`src/rtl/nco_pkg.sv`:
```
/*
 * Shared constants of the phase accumulator oscillator: register byte
 * offsets, field positions, reset values and the bus answer states.
 * Assumes a byte-addressed register bus with one 32-bit word a register.
 */
package nco_pkg;
  localparam int ACC_W = 20;
  localparam int UPPER_W = 4;
  localparam int PWS_W = 3;
  localparam int CKS_W = 4;
  localparam int N_SOURCES = 11;
  localparam int ADDR_W = 6;
  // register byte offsets
  localparam logic [5:0] OFF_CONTROL = 6'h00;
  localparam logic [5:0] OFF_CLK_SEL = 6'h04;
  localparam logic [5:0] OFF_ACC_LOW = 6'h08;
  localparam logic [5:0] OFF_ACC_HIGH = 6'h0C;
  localparam logic [5:0] OFF_ACC_UPPER = 6'h10;
  localparam logic [5:0] OFF_INC_LOW = 6'h14;
  localparam logic [5:0] OFF_INC_HIGH = 6'h18;
  localparam logic [5:0] OFF_INC_UPPER = 6'h1C;
  localparam logic [5:0] OFF_IRQ_STATUS = 6'h20;
  localparam logic [5:0] OFF_IRQ_MASK = 6'h24;
  // field positions
  localparam int CTL_EN = 7;
  localparam int CTL_OUT = 5;
  localparam int CTL_POL = 4;
  localparam int CTL_PFM = 0;
  localparam int CLK_PWS_LSB = 5;
  localparam int CLK_CKS_LSB = 0;
  localparam int IRQ_OVF = 0;
  // values after reset
  localparam logic [7:0] INC_LOW_RESET = 8'h01;
  localparam logic [7:0] BYTE_RESET = 8'h00;
  localparam logic [19:0] SHADOW_RESET = 20'h00001;
  typedef enum logic [1:0] {
    BUS_IDLE = 2'b00,
    BUS_ANSWER = 2'b01
  } bus_state_e;
endpackage : nco_pkg

```
`src/rtl/nco_link_if.sv`:
```
/*
 * Signals between the register side of the oscillator and its core.
 * Assumes both ends share clk and arst_n.
 */
`timescale 1ns/1ns
interface nco_link_if;
  logic run;
  logic pfm;
  logic [2:0] pws;
  logic rise;
  logic fall;
  logic [19:0] inc_value;
  logic inc_commit;
  logic [2:0] acc_wr_sel;
  logic [7:0] wr_byte;
  logic [19:0] acc;
  logic raw_out;
  logic carry;
  modport ctrl (output run, pfm, pws, rise, fall, inc_value, inc_commit,
    acc_wr_sel, wr_byte, input acc, raw_out, carry);
  modport core (input run, pfm, pws, rise, fall, inc_value, inc_commit,
    acc_wr_sel, wr_byte, output acc, raw_out, carry);
endinterface : nco_link_if

```
`src/rtl/edge_sync.sv`:
```
/*
 * Two-flop synchroniser for a vector of unrelated levels.
 * Assumes each bit changes slower than clk; bits are not coherent.
 */
`timescale 1ns/1ns
module edge_sync #(
  parameter int W = 1
) (
  input wire logic clk,
  input wire logic arst_n,
  input wire logic [W-1:0] async_in,
  output logic [W-1:0] sync_out
);
  logic [W-1:0] meta_ff;

  always_ff @(posedge clk or negedge arst_n) begin
    if (!arst_n) begin
      meta_ff <= '0;
      sync_out <= '0;
    end else begin
      meta_ff <= async_in;
      sync_out <= meta_ff;
    end
  end
endmodule : edge_sync

```
`src/rtl/nco_core.sv`:
```
/*
 * Accumulator, increment shadow and output shaper of the oscillator.
 * Assumes rise and fall are one-cycle pulses of the chosen source clock.
 */
`timescale 1ns/1ns
module nco_core (
  input wire logic clk,
  input wire logic arst_n,
  nco_link_if.core link
);
  logic [19:0] acc_ff;
  logic [19:0] shadow_ff;
  logic pend_ff;
  logic raw_ff;
  logic carry_ff;
  logic [7:0] width_ff;
  logic [20:0] sum;
  logic ovf;
  logic acc_wr;

  assign sum = {1'b0, acc_ff} + {1'b0, shadow_ff};
  assign acc_wr = |link.acc_wr_sel;
  assign ovf = link.run && link.rise && sum[20] && !acc_wr;

  always_ff @(posedge clk or negedge arst_n) begin
    if (!arst_n) begin
      acc_ff <= '0;
      carry_ff <= 1'b0;
    end else begin
      carry_ff <= ovf;
      if (acc_wr) begin
        if (link.acc_wr_sel[0]) acc_ff[7:0] <= link.wr_byte;
        if (link.acc_wr_sel[1]) acc_ff[15:8] <= link.wr_byte;
        if (link.acc_wr_sel[2]) acc_ff[19:16] <= link.wr_byte[3:0];
      end else if (link.run && link.rise) begin
        acc_ff <= sum[19:0];
      end
    end
  end

  // commit waits for a falling source edge; immediate while stopped
  always_ff @(posedge clk or negedge arst_n) begin
    if (!arst_n) begin
      pend_ff <= 1'b0;
      shadow_ff <= nco_pkg::SHADOW_RESET;
    end else if (link.inc_commit) begin
      pend_ff <= 1'b1;
    end else if (pend_ff && (!link.run || link.fall)) begin
      pend_ff <= 1'b0;
      shadow_ff <= link.inc_value;
    end
  end

  always_ff @(posedge clk or negedge arst_n) begin
    if (!arst_n) begin
      raw_ff <= 1'b0;
      width_ff <= '0;
    end else if (!link.run) begin
      raw_ff <= 1'b0;
      width_ff <= '0;
    end else if (ovf) begin
      raw_ff <= link.pfm ? 1'b1 : !raw_ff;
      width_ff <= 8'h01 << link.pws;
    end else if (link.rise && link.pfm && raw_ff) begin
      raw_ff <= (width_ff > 8'h01);
      width_ff <= (width_ff > 8'h01) ? width_ff - 8'h01 : 8'h00;
    end
  end

  assign link.acc = acc_ff;
  assign link.raw_out = raw_ff;
  assign link.carry = carry_ff;
endmodule : nco_core

```
`src/rtl/phase_accumulator_oscillator.sv`:
```
/*
 * Numerically controlled oscillator with a 20-bit phase accumulator,
 * Avalon-MM register slave with waitrequest, and a level interrupt.
 * Assumes source clocks are unrelated to clk and slower than clk/2.
 */
// The implementer's own choices: the register offsets and the Avalon-MM interface to the registers.
`timescale 1ns/1ns
module phase_accumulator_oscillator #(
  parameter int N_SRC = nco_pkg::N_SOURCES
) (
  input wire logic clk,
  input wire logic arst_n,
  input wire logic [N_SRC-1:0] source_clock_in,
  input wire logic [5:0] address,
  input wire logic read,
  input wire logic write,
  input wire logic [31:0] writedata,
  input wire logic [3:0] byteenable,
  output logic [31:0] readdata,
  output logic waitrequest,
  output logic nco_out,
  output logic irq
);
  nco_link_if link ();

  logic [N_SRC-1:0] src_sync;
  logic src_sel;
  logic src_prev_ff;
  logic rise_ff;
  logic fall_ff;

  logic module_enable_bit_ff;
  logic output_invert_ff;
  logic pulse_mode_select_ff;
  logic [2:0] pulse_width_select_ff;
  logic [3:0] clock_source_select_ff;
  logic [7:0] inc_low_ff;
  logic [7:0] inc_high_ff;
  logic [3:0] inc_upper_ff;
  logic overflow_flag_ff;
  logic overflow_irq_enable_ff;
  logic output_state_ff;

  nco_pkg::bus_state_e state_ff;
  logic [31:0] rd_mux;
  logic bus_wr;
  logic lane0;
  logic [7:0] wbyte;
  logic flag_clr;

  edge_sync #(
    .W(N_SRC)
  ) u_src_sync (
    .clk(clk),
    .arst_n(arst_n),
    .async_in(source_clock_in),
    .sync_out(src_sync)
  );

  // reserved selections give a still clock
  always_comb begin
    src_sel = 1'b0;
    if (int'(clock_source_select_ff) < N_SRC) begin
      src_sel = src_sync[clock_source_select_ff];
    end
  end

  // source edges become one-cycle enables in the clk domain
  always_ff @(posedge clk or negedge arst_n) begin
    if (!arst_n) begin
      src_prev_ff <= 1'b0;
      rise_ff <= 1'b0;
      fall_ff <= 1'b0;
    end else begin
      src_prev_ff <= src_sel;
      rise_ff <= src_sel && !src_prev_ff;
      fall_ff <= !src_sel && src_prev_ff;
    end
  end

  nco_core u_core (
    .clk(clk),
    .arst_n(arst_n),
    .link(link.core)
  );

  // bus access: request taken in idle, answered the next cycle
  assign lane0 = byteenable[0];
  assign wbyte = writedata[7:0];
  assign bus_wr = (state_ff == nco_pkg::BUS_ANSWER) && write && lane0;

  always_ff @(posedge clk or negedge arst_n) begin
    if (!arst_n) begin
      state_ff <= nco_pkg::BUS_IDLE;
      waitrequest <= 1'b1;
      readdata <= '0;
    end else begin
      case (state_ff)
        nco_pkg::BUS_IDLE: begin
          if (read || write) begin
            state_ff <= nco_pkg::BUS_ANSWER;
            waitrequest <= 1'b0;
            readdata <= read ? rd_mux : 32'h0000_0000;
          end
        end
        nco_pkg::BUS_ANSWER: begin
          state_ff <= nco_pkg::BUS_IDLE;
          waitrequest <= 1'b1;
        end
        default: begin
          state_ff <= nco_pkg::BUS_IDLE;
          waitrequest <= 1'b1;
        end
      endcase
    end
  end

  always_comb begin
    rd_mux = 32'h0000_0000;
    if (address == nco_pkg::OFF_CONTROL) begin
      rd_mux[nco_pkg::CTL_EN] = module_enable_bit_ff;
      rd_mux[nco_pkg::CTL_OUT] = output_state_ff;
      rd_mux[nco_pkg::CTL_POL] = output_invert_ff;
      rd_mux[nco_pkg::CTL_PFM] = pulse_mode_select_ff;
    end else if (address == nco_pkg::OFF_CLK_SEL) begin
      rd_mux[nco_pkg::CLK_PWS_LSB +: nco_pkg::PWS_W] = pulse_width_select_ff;
      rd_mux[nco_pkg::CLK_CKS_LSB +: nco_pkg::CKS_W] = clock_source_select_ff;
    end else if (address == nco_pkg::OFF_ACC_LOW) begin
      rd_mux[7:0] = link.acc[7:0];
    end else if (address == nco_pkg::OFF_ACC_HIGH) begin
      rd_mux[7:0] = link.acc[15:8];
    end else if (address == nco_pkg::OFF_ACC_UPPER) begin
      rd_mux[3:0] = link.acc[19:16];
    end else if (address == nco_pkg::OFF_INC_LOW) begin
      rd_mux[7:0] = inc_low_ff;
    end else if (address == nco_pkg::OFF_INC_HIGH) begin
      rd_mux[7:0] = inc_high_ff;
    end else if (address == nco_pkg::OFF_INC_UPPER) begin
      rd_mux[3:0] = inc_upper_ff;
    end else if (address == nco_pkg::OFF_IRQ_STATUS) begin
      rd_mux[nco_pkg::IRQ_OVF] = overflow_flag_ff;
    end else if (address == nco_pkg::OFF_IRQ_MASK) begin
      rd_mux[nco_pkg::IRQ_OVF] = overflow_irq_enable_ff;
    end
  end

  // control and clock select
  always_ff @(posedge clk or negedge arst_n) begin
    if (!arst_n) begin
      module_enable_bit_ff <= 1'b0;
      output_invert_ff <= 1'b0;
      pulse_mode_select_ff <= 1'b0;
      pulse_width_select_ff <= '0;
      clock_source_select_ff <= '0;
    end else if (bus_wr) begin
      if (address == nco_pkg::OFF_CONTROL) begin
        module_enable_bit_ff <= wbyte[nco_pkg::CTL_EN];
        output_invert_ff <= wbyte[nco_pkg::CTL_POL];
        pulse_mode_select_ff <= wbyte[nco_pkg::CTL_PFM];
      end else if (address == nco_pkg::OFF_CLK_SEL) begin
        pulse_width_select_ff <=
          wbyte[nco_pkg::CLK_PWS_LSB +: nco_pkg::PWS_W];
        clock_source_select_ff <=
          wbyte[nco_pkg::CLK_CKS_LSB +: nco_pkg::CKS_W];
      end
    end
  end

  // increment bytes; only the low byte commits
  always_ff @(posedge clk or negedge arst_n) begin
    if (!arst_n) begin
      inc_low_ff <= nco_pkg::INC_LOW_RESET;
      inc_high_ff <= nco_pkg::BYTE_RESET;
      inc_upper_ff <= nco_pkg::BYTE_RESET[3:0];
    end else if (bus_wr) begin
      if (address == nco_pkg::OFF_INC_LOW) begin
        inc_low_ff <= wbyte;
      end else if (address == nco_pkg::OFF_INC_HIGH) begin
        inc_high_ff <= wbyte;
      end else if (address == nco_pkg::OFF_INC_UPPER) begin
        inc_upper_ff <= wbyte[3:0];
      end
    end
  end

  assign link.run = module_enable_bit_ff;
  assign link.pfm = pulse_mode_select_ff;
  assign link.pws = pulse_width_select_ff;
  assign link.rise = rise_ff;
  assign link.fall = fall_ff;
  assign link.inc_value = {inc_upper_ff, inc_high_ff, inc_low_ff};
  assign link.inc_commit = bus_wr && (address == nco_pkg::OFF_INC_LOW);
  assign link.wr_byte = wbyte;
  // writes while running are accepted; the written byte wins and that cycle's addition and carry are skipped
  assign link.acc_wr_sel[0] = bus_wr && (address == nco_pkg::OFF_ACC_LOW);
  assign link.acc_wr_sel[1] = bus_wr && (address == nco_pkg::OFF_ACC_HIGH);
  assign link.acc_wr_sel[2] = bus_wr && (address == nco_pkg::OFF_ACC_UPPER);

  // sticky overflow flag, write one to clear, set wins
  assign flag_clr = bus_wr && (address == nco_pkg::OFF_IRQ_STATUS)
    && wbyte[nco_pkg::IRQ_OVF];

  always_ff @(posedge clk or negedge arst_n) begin
    if (!arst_n) begin
      overflow_flag_ff <= 1'b0;
    end else if (link.carry) begin
      overflow_flag_ff <= 1'b1;
    end else if (flag_clr) begin
      overflow_flag_ff <= 1'b0;
    end
  end

  always_ff @(posedge clk or negedge arst_n) begin
    if (!arst_n) begin
      overflow_irq_enable_ff <= 1'b0;
    end else if (bus_wr && (address == nco_pkg::OFF_IRQ_MASK)) begin
      overflow_irq_enable_ff <= wbyte[nco_pkg::IRQ_OVF];
    end
  end

  always_ff @(posedge clk or negedge arst_n) begin
    if (!arst_n) begin
      irq <= 1'b0;
    end else begin
      irq <= overflow_flag_ff && overflow_irq_enable_ff;
    end
  end

  // polarity is the last stage
  always_ff @(posedge clk or negedge arst_n) begin
    if (!arst_n) begin
      output_state_ff <= 1'b0;
      nco_out <= 1'b0;
    end else begin
      output_state_ff <= link.raw_out ^ output_invert_ff;
      nco_out <= link.raw_out ^ output_invert_ff;
    end
  end
endmodule : phase_accumulator_oscillator

```
`config.mk`:
```
export PLATFORM = sky130hd
export DESIGN_NAME = phase_accumulator_oscillator
export DESIGN_NICKNAME = d
export VERILOG_FILES = /design/src/rtl/nco_pkg.sv /design/src/rtl/nco_link_if.sv /design/src/rtl/edge_sync.sv /design/src/rtl/nco_core.sv /design/src/rtl/phase_accumulator_oscillator.sv
export SDC_FILE = /design/constraint.sdc
export NUM_CORES = 1
export LEC_CHECK = 0
export ABC_AREA = 1
export BUFFER_PORTS_ARGS = -buffer_cell sky130_fd_sc_hd__buf_4
export CELL_PAD_IN_SITES_DETAIL_PLACEMENT = 1
export CELL_PAD_IN_SITES_GLOBAL_PLACEMENT = 2
export CORE_MARGIN = 2
export CORE_UTILIZATION = 34
export DETAILED_ROUTE_END_ITERATION = 12
export PLACE_DENSITY_LB_ADDON = 0.2
export SLEW_MARGIN = 10
export SYNTH_ARGS = -nofsm -noshare
export SYNTH_HDL_FRONTEND = slang
export SYNTH_HIERARCHICAL = 1
export SYNTH_SLANG_ARGS = --single-unit
```
`constraint.sdc`:
```
create_clock -name clk -period 3.05 [get_ports clk]
set_clock_uncertainty 0.1 [all_clocks]
set_input_delay 0.305 -clock clk [delete_from_list [all_inputs] [get_ports clk]]
set_output_delay 0.305 -clock clk [all_outputs]
set_load 0.02 [all_outputs]
```
---- After elaboration in Yosys (flattened, before gate mapping) ----
Index checks and enable logic that the tools add are counted.
word-level totals
  bits in registers ....................... 145
  input port bits ......................... 57
  output and inout port bits .............. 35
  word-level logic and storage cells ...... 139
operators by class
  $add $sub $neg .......................... 2
  $lt $le $gt $ge ......................... 3
  equality and inequality tests ........... 15
  shifts and indexed selects .............. 1
  multiplexer cells ....................... 44
  bitwise logic cells ..................... 5
  reductions and logical operators ........ 41
operators by type and width
  operator                                                       number
  two-way mux 8 bit                                              10
  two-way mux 20 bit                                             2
  equality test 6 x 5 -> 1 bit, second input constant            4
  two-way mux 4 bit                                              6
  adder 20 x 20 -> 21 bit                                        1
  two-way mux 1 bit                                              19
  logical AND 1 bit                                              18
  AND reduction 2 bit                                            7
  equality test 6 x 4 -> 1 bit, second input constant            2
  equality test 6 bit, second input constant                     2
  two-way mux 3 bit                                              3
  greater-than comparator 8 x 1 -> 1 bit, second input constant  1
  != test 2 bit, second input constant                           4
  left shift 1 x 3 -> 8 bit, first input constant                1
  subtractor 8 x 1 -> 8 bit, second input constant               1
  equality test 6 x 3 -> 1 bit, second input constant            1
  zero test 6 bit                                                1
  two-way mux 2 bit                                              3
  AND reduction 3 bit                                            2
  nonzero test 2 bit                                             3
  zero test 1 bit                                                5
  less-than comparator 4 x 5 -> 1 bit, second input constant     1
  binary-select mux 1 bit (select 4 bit)                         1
  less-than comparator 4 bit, second input constant              1
  8 further kinds                                                12

---- Longest topological paths before layout ----
Gate-level depths: netlist (run 1).
  depth in word-level cells ............... 12
  gate-level depth with buffers ........... 16
  gate-level depth less buffers ........... 15

---- By module ----
Netlist (run 1), hierarchy kept.
by module, submodules not included
  module                        times used  cells an instance  area an instance (µm²)  sequential area each (µm²)
  nco_core                      1           519                3719.8                  1277.5
  phase_accumulator_oscillator  1           327                2640.0                  1178.6
  edge_sync                     1           22                 550.5                   550.5

---- Worst setup path after synthesis (run 1) ----
No wires, ideal clock.
  kind .................................... register -> register
  start point ............................. register state_ff[0]
  end point ............................... register u_core.acc_ff[1] (netlist: u_core/link.acc[1])
  library setup time ...................... 127 ps
  arrival time ............................ 2105 ps
  required time ........................... 2823 ps
  path slack .............................. 718 ps
  stages on the path, launching flop included .. 11
  path buffers ............................ 2
  clock period less this slack ............ 2332 ps
  cell sequence ........................... dfrtp_1 nand3_1 nor4_1 nor3_4 inv_4 nor2_4 or2_2 clkbuf_2 buf_4 nor2_1 a31oi_1
between the ends
  longest elaborated chain between the ends .. 7
  elaborated cells on any way between the ends .. 11
  classes of those cells .................. eq/ne: 2; mux: 1; reduce/logical: 8
ends and longest elaborated chain
  element                                                               RTL line                             RTL
  start: declaration                                                    phase_accumulator_oscillator.sv:44   nco_pkg::bus_state_e state_ff;
  start signal: assignment                                              phase_accumulator_oscillator.sv:94   state_ff <= nco_pkg::BUS_IDLE;
  start signal: assignment                                              phase_accumulator_oscillator.sv:101  state_ff <= nco_pkg::BUS_ANSWER;
  start signal: assignment                                              phase_accumulator_oscillator.sv:107  state_ff <= nco_pkg::BUS_IDLE;
  equality test 2 x 1 -> 1 bit (*)                                      phase_accumulator_oscillator.sv:90   assign bus_wr = (state_ff == nco_pkg::BUS_ANSWER) && write && lane0;
  logical AND 1 bit (*) (2 in a row)                                    phase_accumulator_oscillator.sv:90
  logical AND 1 bit (*)                                                 phase_accumulator_oscillator.sv:196  assign link.acc_wr_sel[1] = bus_wr && (address == nco_pkg::OFF_ACC_HIGH);
  net link.acc_wr_sel[1]                                                nco_link_if.sv:14                    logic [2:0] acc_wr_sel;
  OR reduction 3 bit (*)                                                nco_core.sv:22                       assign acc_wr = |link.acc_wr_sel;
  != test 2 bit (no line) / nonzero test 2 bit (equally long branches)  --
  AND reduction 2 bit (no line)                                         --
  end signal: assignment                                                nco_core.sv:32                       if (link.acc_wr_sel[0]) acc_ff[7:0] <= link.wr_byte;
  end signal: assignment                                                nco_core.sv:36                       acc_ff <= sum[19:0];
  end: declaration                                                      nco_core.sv:11                       logic [19:0] acc_ff;
The timed path passes the listed nets; every way through them passes the cells marked *.
A chain may end at the register's enable or synchronous reset.

---- Worst setup path in the final report (run 1) ----
  start point ............................. register u_core.acc_ff[0] (netlist: u_core/link.acc[0])
  end point ............................... register u_core.width_ff[3]
between the ends
  longest elaborated chain between the ends .. 5
  elaborated cells on any way between the ends .. 6
  classes of those cells .................. add/sub: 1; eq/ne: 1; mux: 2; reduce/logical: 2
ends and longest elaborated chain
  element                             RTL line        RTL
  adder 20 x 20 -> 21 bit (*)         nco_core.sv:21  assign sum = {1'b0, acc_ff} + {1'b0, shadow_ff};
  logical AND 1 bit (*) (2 in a row)  nco_core.sv:23  assign ovf = link.run && link.rise && sum[20] && !acc_wr;
  net u_core.ovf                      nco_core.sv:18  logic ovf;
  two-way mux 8 bit                   nco_core.sv:61  end else if (ovf) begin
  two-way mux 8 bit                   nco_core.sv:58  end else if (!link.run) begin
  end signal: assignment              nco_core.sv:63  width_ff <= 8'h01 << link.pws;
  end signal: assignment              nco_core.sv:66  width_ff <= (width_ff > 8'h01) ? width_ff - 8'h01 : 8'h00;
  end: declaration                    nco_core.sv:16  logic [7:0] width_ff;
Marks and branches as above.

==> results_dict.tcl, run 1 <==
set metrics [dict create \
    worst_pin_slew_ns 0.787 \
    min_from "writedata[5]" \
    outcome "complete, no violations" \
    max-cap-violations 0 \
    yosysWarnings 6 \
    worstPathRequired_ns 3.30 \
    synthArstFlopShare 1.00 \
    cts_sinks 120 \
    die_h_um 147 \
    synth_cells 868 \
    routedWlPerCell_um 17.1 \
    drv_slew 0 \
    layout_worst_path_cycle_share 0.878 \
    instances_no_fill 1218 \
    nets 1015 \
    yosysUniqueCellTypes 51 \
    final_hold_viol_count 0 \
    synth-edff-count 0 \
    whs_endpoint "inc_low_ff[5]$_DFFE_PN0P_" \
    setup_tns_ns 0 \
    drc 0 \
    grt_start_max_net_pins 65 \
    critPathKind "reg2reg" \
    worstPathMaxFanout 11 \
    p_total_mw 4.62 \
    grt-ovfl-total 0 \
    synth_ff_type "dfrtp_1" \
    cp.arrival_ns 2.93 \
    dpl_worst_slack_ns 0.343 \
    rsz0062_at_grt "no" \
    cts_tree "built" \
    holdWs_ns 0.0508 \
    ctsResizeCount 0 \
    avgSynthCellArea_um2 7.96 \
    slowest_delay_ns 0.45 \
    clock_path_buffers 2 \
    clk_latency_ns 0.43 \
    antenna_found_initial 0 \
    place.gp.congestion 0.828 \
    ys_seq_area_frac 0.435 \
    cts_inserted_buffers 17 \
    first_pass_iters 4 \
    fin_util 0.405 \
    dpl-instance-area_um2 7460 \
    reg2regPathDepth 13 \
    die_w_um 147 \
    setup-violations-final 0 \
    worstSetupEndpointType "flip-flop" \
    viasPerCell 4.86 \
    cts_root_buffer "clkbuf_16" \
    crit_chain "ha_1 -> fa_1 -> nand3_1 -> nand3_2 -> nand3_1 -> nand3_2 -> nand2_2 -> nand2_4 -> nand2_4 -> inv_2 -> nor2_2 -> nand2_1 -> nand2_1" \
    r2r-start "u_core/link.acc[0]$_DFFE_PN0P_" \
    drtIter0Drc 194 \
    grt_usage 0.202 \
    clk_pin_slew_worst_paths_ns 0.06 \
    die-area_um2 21500 \
    vias 5921 \
    initial_utilization 0.344 \
    fmax_mhz 373 \
    detail-route-antenna-nets 0 \
    num_io_pins 92 \
    cts_hold_buf 12 \
    rows 52 \
    crit_path_start_kind "flip-flop" \
    hold_path.class "in2reg" \
    r2r_slack_ns 0.37 \
    place_hpwl_um 16400 \
    core_area_um2 20100 \
    io_buffer_count 40 \
    cpMaxStageDelayCell "fa_1" \
    post_cts_buffers 0 \
    ys_seq_elements 120 \
    grt_pass1_wl_um 33700 \
    p_leak_nw 4.27 \
    final_cell_area_um2 8150 \
    finalCriticalPeriod_ns 2.68 \
    fin_ws_ns 0.371 \
    wl_um 20800 \
    power_density_nw_per_um2 567 \
    antenna_cells 0 \
    h-tree-depth 4 \
    ir_drop_v 0.000289 \
    grt_pass1_vias 6181 \
    whs_path_depth 3 \
    areaGrowthSynthToFinish_pct 17.9 \
    netlist_area_um2 6910 \
    slew_headroom 0.472 \
    placedCellCount 1174 \
    drive_above_1_share 0.165 \
    rr_endpoint "u_core/width_ff[3]$_DFFE_PN0P_" \
]
-- where the power goes --
group	switching [mW]	internal [mW]	total (mW)
logic	0.516	0.294	0.810
clock network	0.800	1.14	1.94
registers	0.138	1.73	1.87
total	1.45	3.17	4.62
-- cell usage after synthesis (2+ instances only) --
cell type | count | area, um^2
nor4_1 | 2 | 12.5
nand3_1 | 54 | 270
o21ai_2 | 6 | 52.6
nand2_1 | 243 | 912
nand3b_1 | 6 | 45.0
nand2_4 | 4 | 45.0
o21bai_1 | 2 | 15.0
o211ai_1 | 5 | 37.5
nand3_2 | 3 | 30.0
inv_1 | 86 | 323
nor3_4 | 2 | 32.5
nand4_1 | 3 | 18.8
nor2_2 | 2 | 12.5
mux2_2 | 20 | 225
nor3_1 | 12 | 60.1
buf_4 | 26 | 195
xor2_1 | 5 | 43.8
a21oi_1 | 41 | 205
o21ai_0 | 31 | 155
dfrtp_1 | 117 | 2930
buf_6 | 2 | 22.5
o22ai_1 | 3 | 18.8
dfstp_2 | 3 | 78.8
buf_2 | 4 | 20.0
o21ai_1 | 9 | 45.0
clkbuf_1 | 3 | 11.3
nor2_8 | 2 | 40.0
inv_4 | 3 | 18.8
nand2_2 | 8 | 50.1
nor2_4 | 4 | 45.0
ha_1 | 22 | 275
a21o_1 | 2 | 15.0
a31oi_1 | 12 | 75.1
or2_2 | 9 | 56.3
inv_2 | 5 | 18.8
nor2_1 | 89 | 334
a22oi_1 | 4 | 30.0
-- kinds of logic after synthesis --
family / count (synthesis) / share of synthesized area
adders and majority gates: 23 / 0.0427
muxes: 20 / 0.0326
buffers and inverters: 131 / 0.0902
xor gates and xnor gates: 6 / 0.00760
DFF: 120 / 0.435
and+or+nand+nor: 447 / 0.290
AOI/OAI and AO/OA: 120 / 0.101
other: 1 / 0.000543
-- placed cells by master (no fill, tap or decap), drive strengths merged, types with 3 or more instances in the layout --
| cell | synthesis | routed |
|---|---|---|
| o22ai | 3 | 3 |
| nand3 | 58 | 58 |
| o211ai | 5 | 5 |
| nand2 | 255 | 255 |
| a31oi | 12 | 12 |
| nor2 | 97 | 97 |
| conb | 1 | 24 |
| inv | 94 | 102 |
| o21ai | 46 | 46 |
| clkbuf | 4 | 18 |
| mux2 | 20 | 20 |
| clkinv | 1 | 3 |
| xor2 | 5 | 5 |
| ha | 22 | 22 |
| or2 | 9 | 9 |
| nand4 | 3 | 3 |
| nand3b | 6 | 6 |
| dfstp | 3 | 3 |
| buf | 32 | 49 |
| clkinvlp | 0 | 3 |
| a22oi | 4 | 4 |
| dlygate4sd3 | 0 | 12 |
| nor3 | 15 | 15 |
| dfrtp | 117 | 117 |
| a21oi | 43 | 43 |
-- area by class of cell --
cell class	instances	area [um^2]
Inverter	95	369
Clock buffer	18	429
Sequential cell	120	3010
Timing Repair Buffer	61	500
Tap cell	270	338
Clock inverter	14	139
Fill cell	2428	12000
Multi-Input combinational cell	640	3370
-- worst max-delay path by stage --
| stage | startpoint | end | slack [ns] | depth (start not counted) |
|---|---|---|---|---|
| floorplan | state_ff[0]$_DFFE_PN0P_ | u_core/link.acc[1]$_DFFE_PN0P_ | 0.72 | 10 |
| global placement | u_core/link.acc[0]$_DFFE_PN0P_ | u_core/width_ff[7]$_DFFE_PN0P_ | 0.41 | 13 |
| detailed placement | u_core/link.acc[0]$_DFFE_PN0P_ | u_core/width_ff[3]$_DFFE_PN0P_ | 0.34 | 13 |
| CTS | u_core/link.acc[0]$_DFFE_PN0P_ | u_core/width_ff[3]$_DFFE_PN0P_ | 0.33 | 13 |
| global route | u_core/link.acc[0]$_DFFE_PN0P_ | u_core/width_ff[3]$_DFFE_PN0P_ | 0.1 | 13 |
| finish | u_core/link.acc[0]$_DFFE_PN0P_ | u_core/width_ff[3]$_DFFE_PN0P_ | 0.37 | 13 |
-- sequential cells by signal, indices dropped and copies added (netlist names), 4 cells and up --
| register | flops |
|---|---|
| u_core/link.acc | 20 |
| inc_upper_ff | 4 |
| inc_low_ff | 8 |
| clock_source_select_ff | 4 |
| u_core/shadow_ff | 20 |
| u_src_sync/meta_ff | 11 |
| readdata | 8 |
| u_core/width_ff | 8 |
| inc_high_ff | 8 |
| u_src_sync/sync_out | 11 |
-- metal layers --
metal | wire, um | GRT usage | up-vias
met5 | 0 | 0 | -
met1 | 10300 | 0.284 | 2884
met2 | 9380 | 0.316 | 100
met3 | 565 | 0.0350 | 30
li1 | - | - | 2907
met4 | 510 | 0.0694 | 0
-- critical path: cells and delay by family, from the launching register on --
kind                       cells  cell delay (ns)
adders and majority gates      2             0.71
buffers and inverters          1             0.06
DFF                            1             0.39
and+or+nand+nor               10             1.33
Power figures use the tool's default switching activity.
==> run 2, diff against run 1 <==
==> constraint.sdc (replaced) <==
create_clock -name clk -period 3.05 [get_ports clk]
set_clock_uncertainty 0.1 [all_clocks]
set_input_delay 0.4575 -clock clk [delete_from_list [all_inputs] [get_ports clk]]
set_output_delay 0.4575 -clock clk [all_outputs]
set_load 0.02 [all_outputs]
==> run 2 against run 1 <==
Critical path depth unchanged. Non-clock buffer count down 12. Via count down 0.71%. Combinational power down 1%. Critical path type unchanged. Critical endpoint is now u_core/width_ff[5]$_DFFE_PN0P_.
==> results_dict.tcl, run 2 (synthesized netlist as in run 1, its figures left out) <==
set metrics [dict create \
    die_h_um 147 \
    instances_no_fill 1206 \
    h-tree-depth 4 \
    grt-ovfl-total 0 \
    grt_usage 0.200 \
    setup-violations-final 0 \
    power_frac_seq 0.402 \
    combPwrFrac 0.172 \
    outcome "complete, no violations" \
    antenna_cells 0 \
    wl_um 20600 \
    worstPathRequired_ns 3.31 \
    slew_headroom 0.399 \
    antenna_found_initial 0 \
    drive_above_1_share 0.168 \
    drv_slew 0 \
    critPathKind "reg2reg" \
    viasPerCell 4.87 \
    initial_utilization 0.344 \
    clockPowerShare 0.426 \
    vias 5879 \
    cts_inserted_buffers 17 \
    rows 52 \
    holdWs_ns 0.0297 \
    ir_drop_v 0.000363 \
    clock_path_buffers 2 \
    switchingPower_mw 1.47 \
    p_int_mw 3.18 \
    rsz0062_at_grt "no" \
    max-cap-violations 0 \
    final_cell_area_um2 8050 \
    layout_common_cells "nand2_1, dfrtp_1, nor2_1" \
    place_hpwl_um 15800 \
    fmax_mhz 366 \
    cts_hold_buf 0 \
    grt_start_max_net_pins 121 \
    first_pass_iters 5 \
    drc 0 \
    nets 1003 \
    slowest_delay_ns 0.47 \
    routedWlPerCell_um 17.1 \
    clk_latency_ns 0.42 \
    power_density_nw_per_um2 578 \
    r2r-start "u_core/link.acc[0]$_DFFE_PN0P_" \
    core_area_um2 20100 \
    worst_pin_slew_ns 0.899 \
    num_io_pins 92 \
    grt_pass1_wl_um 33500 \
    setup_tns_ns 0 \
    detail-route-antenna-nets 0 \
    place.gp.congestion 0.842 \
    drtIter0Drc 392 \
    clk_pin_slew_worst_paths_ns 0.06 \
    crit_path_start_kind "flip-flop" \
    worstPathMaxFanout 11 \
    worstSetupStartpoint "u_core/link.acc[0]$_DFFE_PN0P_" \
    hold_path.class "in2async" \
    cts_root_buffer "clkbuf_16" \
    layout_commonest_cell "nand2_1" \
    io_buffer_count 40 \
    cpMaxStageDelayCell "fa_1" \
    die_w_um 147 \
    final_hold_viol_count 0 \
    p_sw_frac 0.317 \
    post_cts_buffers 0 \
    grt_pass1_vias 6126 \
    layout_worst_path_cycle_share 0.896 \
    areaGrowthSynthToFinish_pct 16.4 \
    placedCellCount 1174 \
    cts_sinks 120 \
    p_leak_nw 4.23 \
    r2r_slack_ns 0.32 \
    die-area_um2 21500 \
    finalCriticalPeriod_ns 2.73 \
    crit_chain "ha_1 -> fa_1 -> nand3_1 -> nand3_2 -> nand3_1 -> nand3_2 -> nand2_2 -> nand2_4 -> nand2_4 -> inv_2 -> nor2_4 -> nand2_1 -> nand2_1" \
    dpl-instance-area_um2 7460 \
    cts_tree "built" \
    cp.arrival_ns 2.99 \
    worstSetupEndpointType "flip-flop" \
]
run 2: cell count changes in the layout (fill, tap and decap cells not counted), sizes merged:
cell / before / now
clkinvlp: 3 / 4
clkinv: 3 / 4
inv: 102 / 100
dlygate4sd3: 12 / 0
run 2: worst max-delay path: cells and delay by family (launching register included):
kind	cells	cell delay, ns
adders and majority gates	2	0.76
and+or+nand+nor	10	1.32
DFF	1	0.40
buffers and inverters	1	0.09
run 2: power groups by stage:
| stage | combinational [mW] | sequential, mW | clock (mW) |
|---|---|---|---|
| floorplan | 0.561 | 1.85 | 0 |
| global placement | 0.775 | 1.89 | 0 |
| detailed placement | 0.794 | 1.90 | 0 |
| CTS | 0.804 | 1.87 | 2.04 |
| global route | 0.912 | 1.89 | 2.10 |
| finish | 0.799 | 1.87 | 1.98 |
run 2: timing repair:
action	CTS	global route
hold endpoints to repair	0	0
endpoints found under the setup margin	0	8
resized for setup	0	1
run 2: cell type report:
| type | count | area [um^2] |
|---|---|---|
| inverter | 95 | 369 |
| fill | 2448 | 12100 |
| timing repair buffer | 49 | 380 |
| clock buffer | 18 | 439 |
| tap | 270 | 338 |
| sequential | 120 | 3010 |
| clock inverter | 14 | 140 |
| multi-input combinational | 640 | 3370 |
run 2: metrics by stage:
stage                     power (mW)   util  setup WS (ns)
after floorplan                 2.41      -          0.604
after global placement          2.67  0.371          0.118
after detailed placement        2.69  0.371         0.0563
after CTS                       4.72  0.400          0.122
after global routing            4.90  0.400         0.0740
final                           4.65  0.400          0.317
run 2: worst paths after layout:
path | to | depth (start not counted)
max in group asynchronous | inc_upper_ff[2]$_DFFE_PN0P_ | 2
worst min-delay path | u_core/width_ff[4]$_DFFE_PN0P_ | 2
worst max register to register | u_core/width_ff[5]$_DFFE_PN0P_ | 13
min in group clk | u_src_sync/meta_ff[8]$_DFF_PN0_ | 1
worst min register to register | u_src_sync/sync_out[10]$_DFF_PN0_ | 0
worst max-delay path | u_core/width_ff[5]$_DFFE_PN0P_ | 13
run 2: routing by layer:
layer / GRT usage / share of wire / vias up
met3: 0.0306 / 0.035 / 16
met1: 0.287 / 0.49 / 2879
met5: 0 / 0 / -
li1: - / - / 2884
met4: 0.0437 / 0.0087 / 0
met2: 0.321 / 0.46 / 100
==> run 3, diff against run 2 <==
PLACE_DENSITY = 0.77   (was unset)
PLACE_DENSITY_LB_ADDON = unset   (was 0.2)
==> run 3 against run 2 <==
Via count down 1.4%. Cell area up 0.20%. Critical path type unchanged. Maximum frequency down 0.88%. Clock-buffer cell count unchanged. Sequential share of layout area down 0.075 points. Sequential cell count unchanged. Routed wire length down 0.68%. Register-to-register slack worse by 0.02 ns. Highest routed layer unchanged. Critical path depth unchanged. Die area unchanged. Cell count unchanged. Clock power up 2%.
==> results_dict.tcl, run 3 (synthesized netlist as in run 1, its figures left out) <==
set metrics [dict create \
    outcome "complete, no violations" \
    grt-ovfl-total 0 \
    vias 5799 \
    cts_tree "built" \
    cpMaxStageDelayCell "fa_1" \
    final_hold_viol_count 0 \
    cts_inserted_buffers 17 \
    cp.arrival_ns 3.01 \
    rows 52 \
    final_cell_area_um2 8060 \
    core_area_um2 20100 \
    worstPathMaxFanout 11 \
    hold_path.class "in2reg" \
    clockPowerShare 0.429 \
    first_pass_iters 4 \
    drive_above_1_share 0.166 \
    power_density_nw_per_um2 583 \
    p_sw_frac 0.310 \
    clock_path_buffers 2 \
    combPwrFrac 0.173 \
    dpl_worst_slack_ns 0.285 \
    grt_usage 0.198 \
    areaGrowthSynthToFinish_pct 16.7 \
    detail-route-antenna-nets 0 \
    worstPathRequired_ns 3.30 \
    antenna_found_initial 0 \
    layout_commonest_cell "nand2_1" \
    rsz0062_at_grt "no" \
    fin_ws_ns 0.293 \
    drc 0 \
    viasPerCell 4.81 \
    grt_pass1_wl_um 32700 \
    fmax_mhz 363 \
    layout_worst_path_cycle_share 0.904 \
    crit_path_start_kind "flip-flop" \
    place_hpwl_um 16000 \
    switchingPower_mw 1.46 \
    worstSetupEndpointType "flip-flop" \
    slew_headroom 0.452 \
    setup-violations-final 0 \
    max-cap-violations 0 \
    nets 1003 \
    p_int_mw 3.24 \
    h-tree-depth 4 \
    num_io_pins 92 \
    die_h_um 147 \
    cts_root_buffer "clkbuf_16" \
    slowest_delay_ns 0.49 \
    wl_um 20500 \
    layout_common_cells "nand2_1, dfrtp_1, nor2_1" \
    power_frac_seq 0.398 \
    cts_sinks 120 \
    instances_no_fill 1206 \
    die_w_um 147 \
    ir_drop_v 0.000378 \
    antenna_cells 0 \
    setup_tns_ns 0 \
    critPathKind "reg2reg" \
    grt_start_max_net_pins 69 \
    clk_latency_ns 0.42 \
    holdWs_ns 0.0449 \
    grt_pass1_vias 5874 \
    cpLargestDelayFamily "simple AND/OR/NAND/NOR gates" \
    p_total_mw 4.70 \
    clk_pin_slew_worst_paths_ns 0.06 \
    ctsResizeCount 0 \
    drtIter0Drc 246 \
    worst_pin_slew_ns 0.817 \
    finalCriticalPeriod_ns 2.76 \
    place.gp.congestion 0.833 \
    drv_slew 0 \
    crit_chain "ha_1 -> fa_1 -> nand3_1 -> nand3_2 -> nand3_1 -> nand3_2 -> nand2_2 -> nand2_4 -> nand2_4 -> inv_2 -> nor2_2 -> nand2_1 -> nand2_1" \
    io_buffer_count 40 \
    routedWlPerCell_um 17.0 \
    p_leak_nw 4.24 \
    die-area_um2 21500 \
    initial_utilization 0.344 \
    dpl-instance-area_um2 7450 \
    fin_util 0.401 \
    crit_buf_inv 1 \
    placedCellCount 1173 \
]
==> run 3: final cells by class <==
cell class / count / area, um^2
repair buffers: 49 / 383
fillers: 2439 / 12000
multi-input cells: 640 / 3370
flip-flops and latches: 120 / 3010
clock buffers: 18 / 429
well taps: 270 / 338
inverters: 95 / 369
clock inverters: 14 / 169
==> run 3: what timing repair did <==
item                      CTS  global route
hold buffers                1             0
hold endpoints to repair   20             0
setup buffers               0             0
==> run 3: final timing paths <==
kind                                            startpoint                          endpoint  slack (ns)  cells past startpoint
max in group asynchronous                           arst_n       inc_upper_ff[2]$_DFFE_PN0P_        1.72                      3
hold reg to reg            u_src_sync/meta_ff[6]$_DFF_PN0_  u_src_sync/sync_out[6]$_DFF_PN0_        0.25                      0
hold / removal                          source_clock_in[3]   u_src_sync/meta_ff[3]$_DFF_PN0_        0.04                      1
setup / recovery            u_core/link.acc[0]$_DFFE_PN0P_    u_core/width_ff[4]$_DFFE_PN0P_        0.29                     13
setup reg to reg            u_core/link.acc[0]$_DFFE_PN0P_    u_core/width_ff[4]$_DFFE_PN0P_        0.29                     13
min in group asynchronous                           arst_n    u_core/width_ff[1]$_DFFE_PN0P_        0.38                      2
==> run 3: metal layers <==
layer	vias to the layer above	share of wire	track usage
li1	2886	-	-
met1	2799	0.50	0.283
met5	-	0	0
met4	0	0.012	0.0437
met3	13	0.030	0.0359
met2	101	0.46	0.315
==> run 3: power by group through the flow <==
stage / Clock, mW / Combinational, mW / Sequential, mW
2_1_floorplan: 0 / 0.561 / 1.85
3_3_place_gp: 0 / 0.795 / 1.90
3_5_place_dp: 0 / 0.814 / 1.90
4_1_cts: 2.07 / 0.818 / 1.87
5_1_grt: 2.14 / 0.920 / 1.89
6_report: 2.02 / 0.814 / 1.87
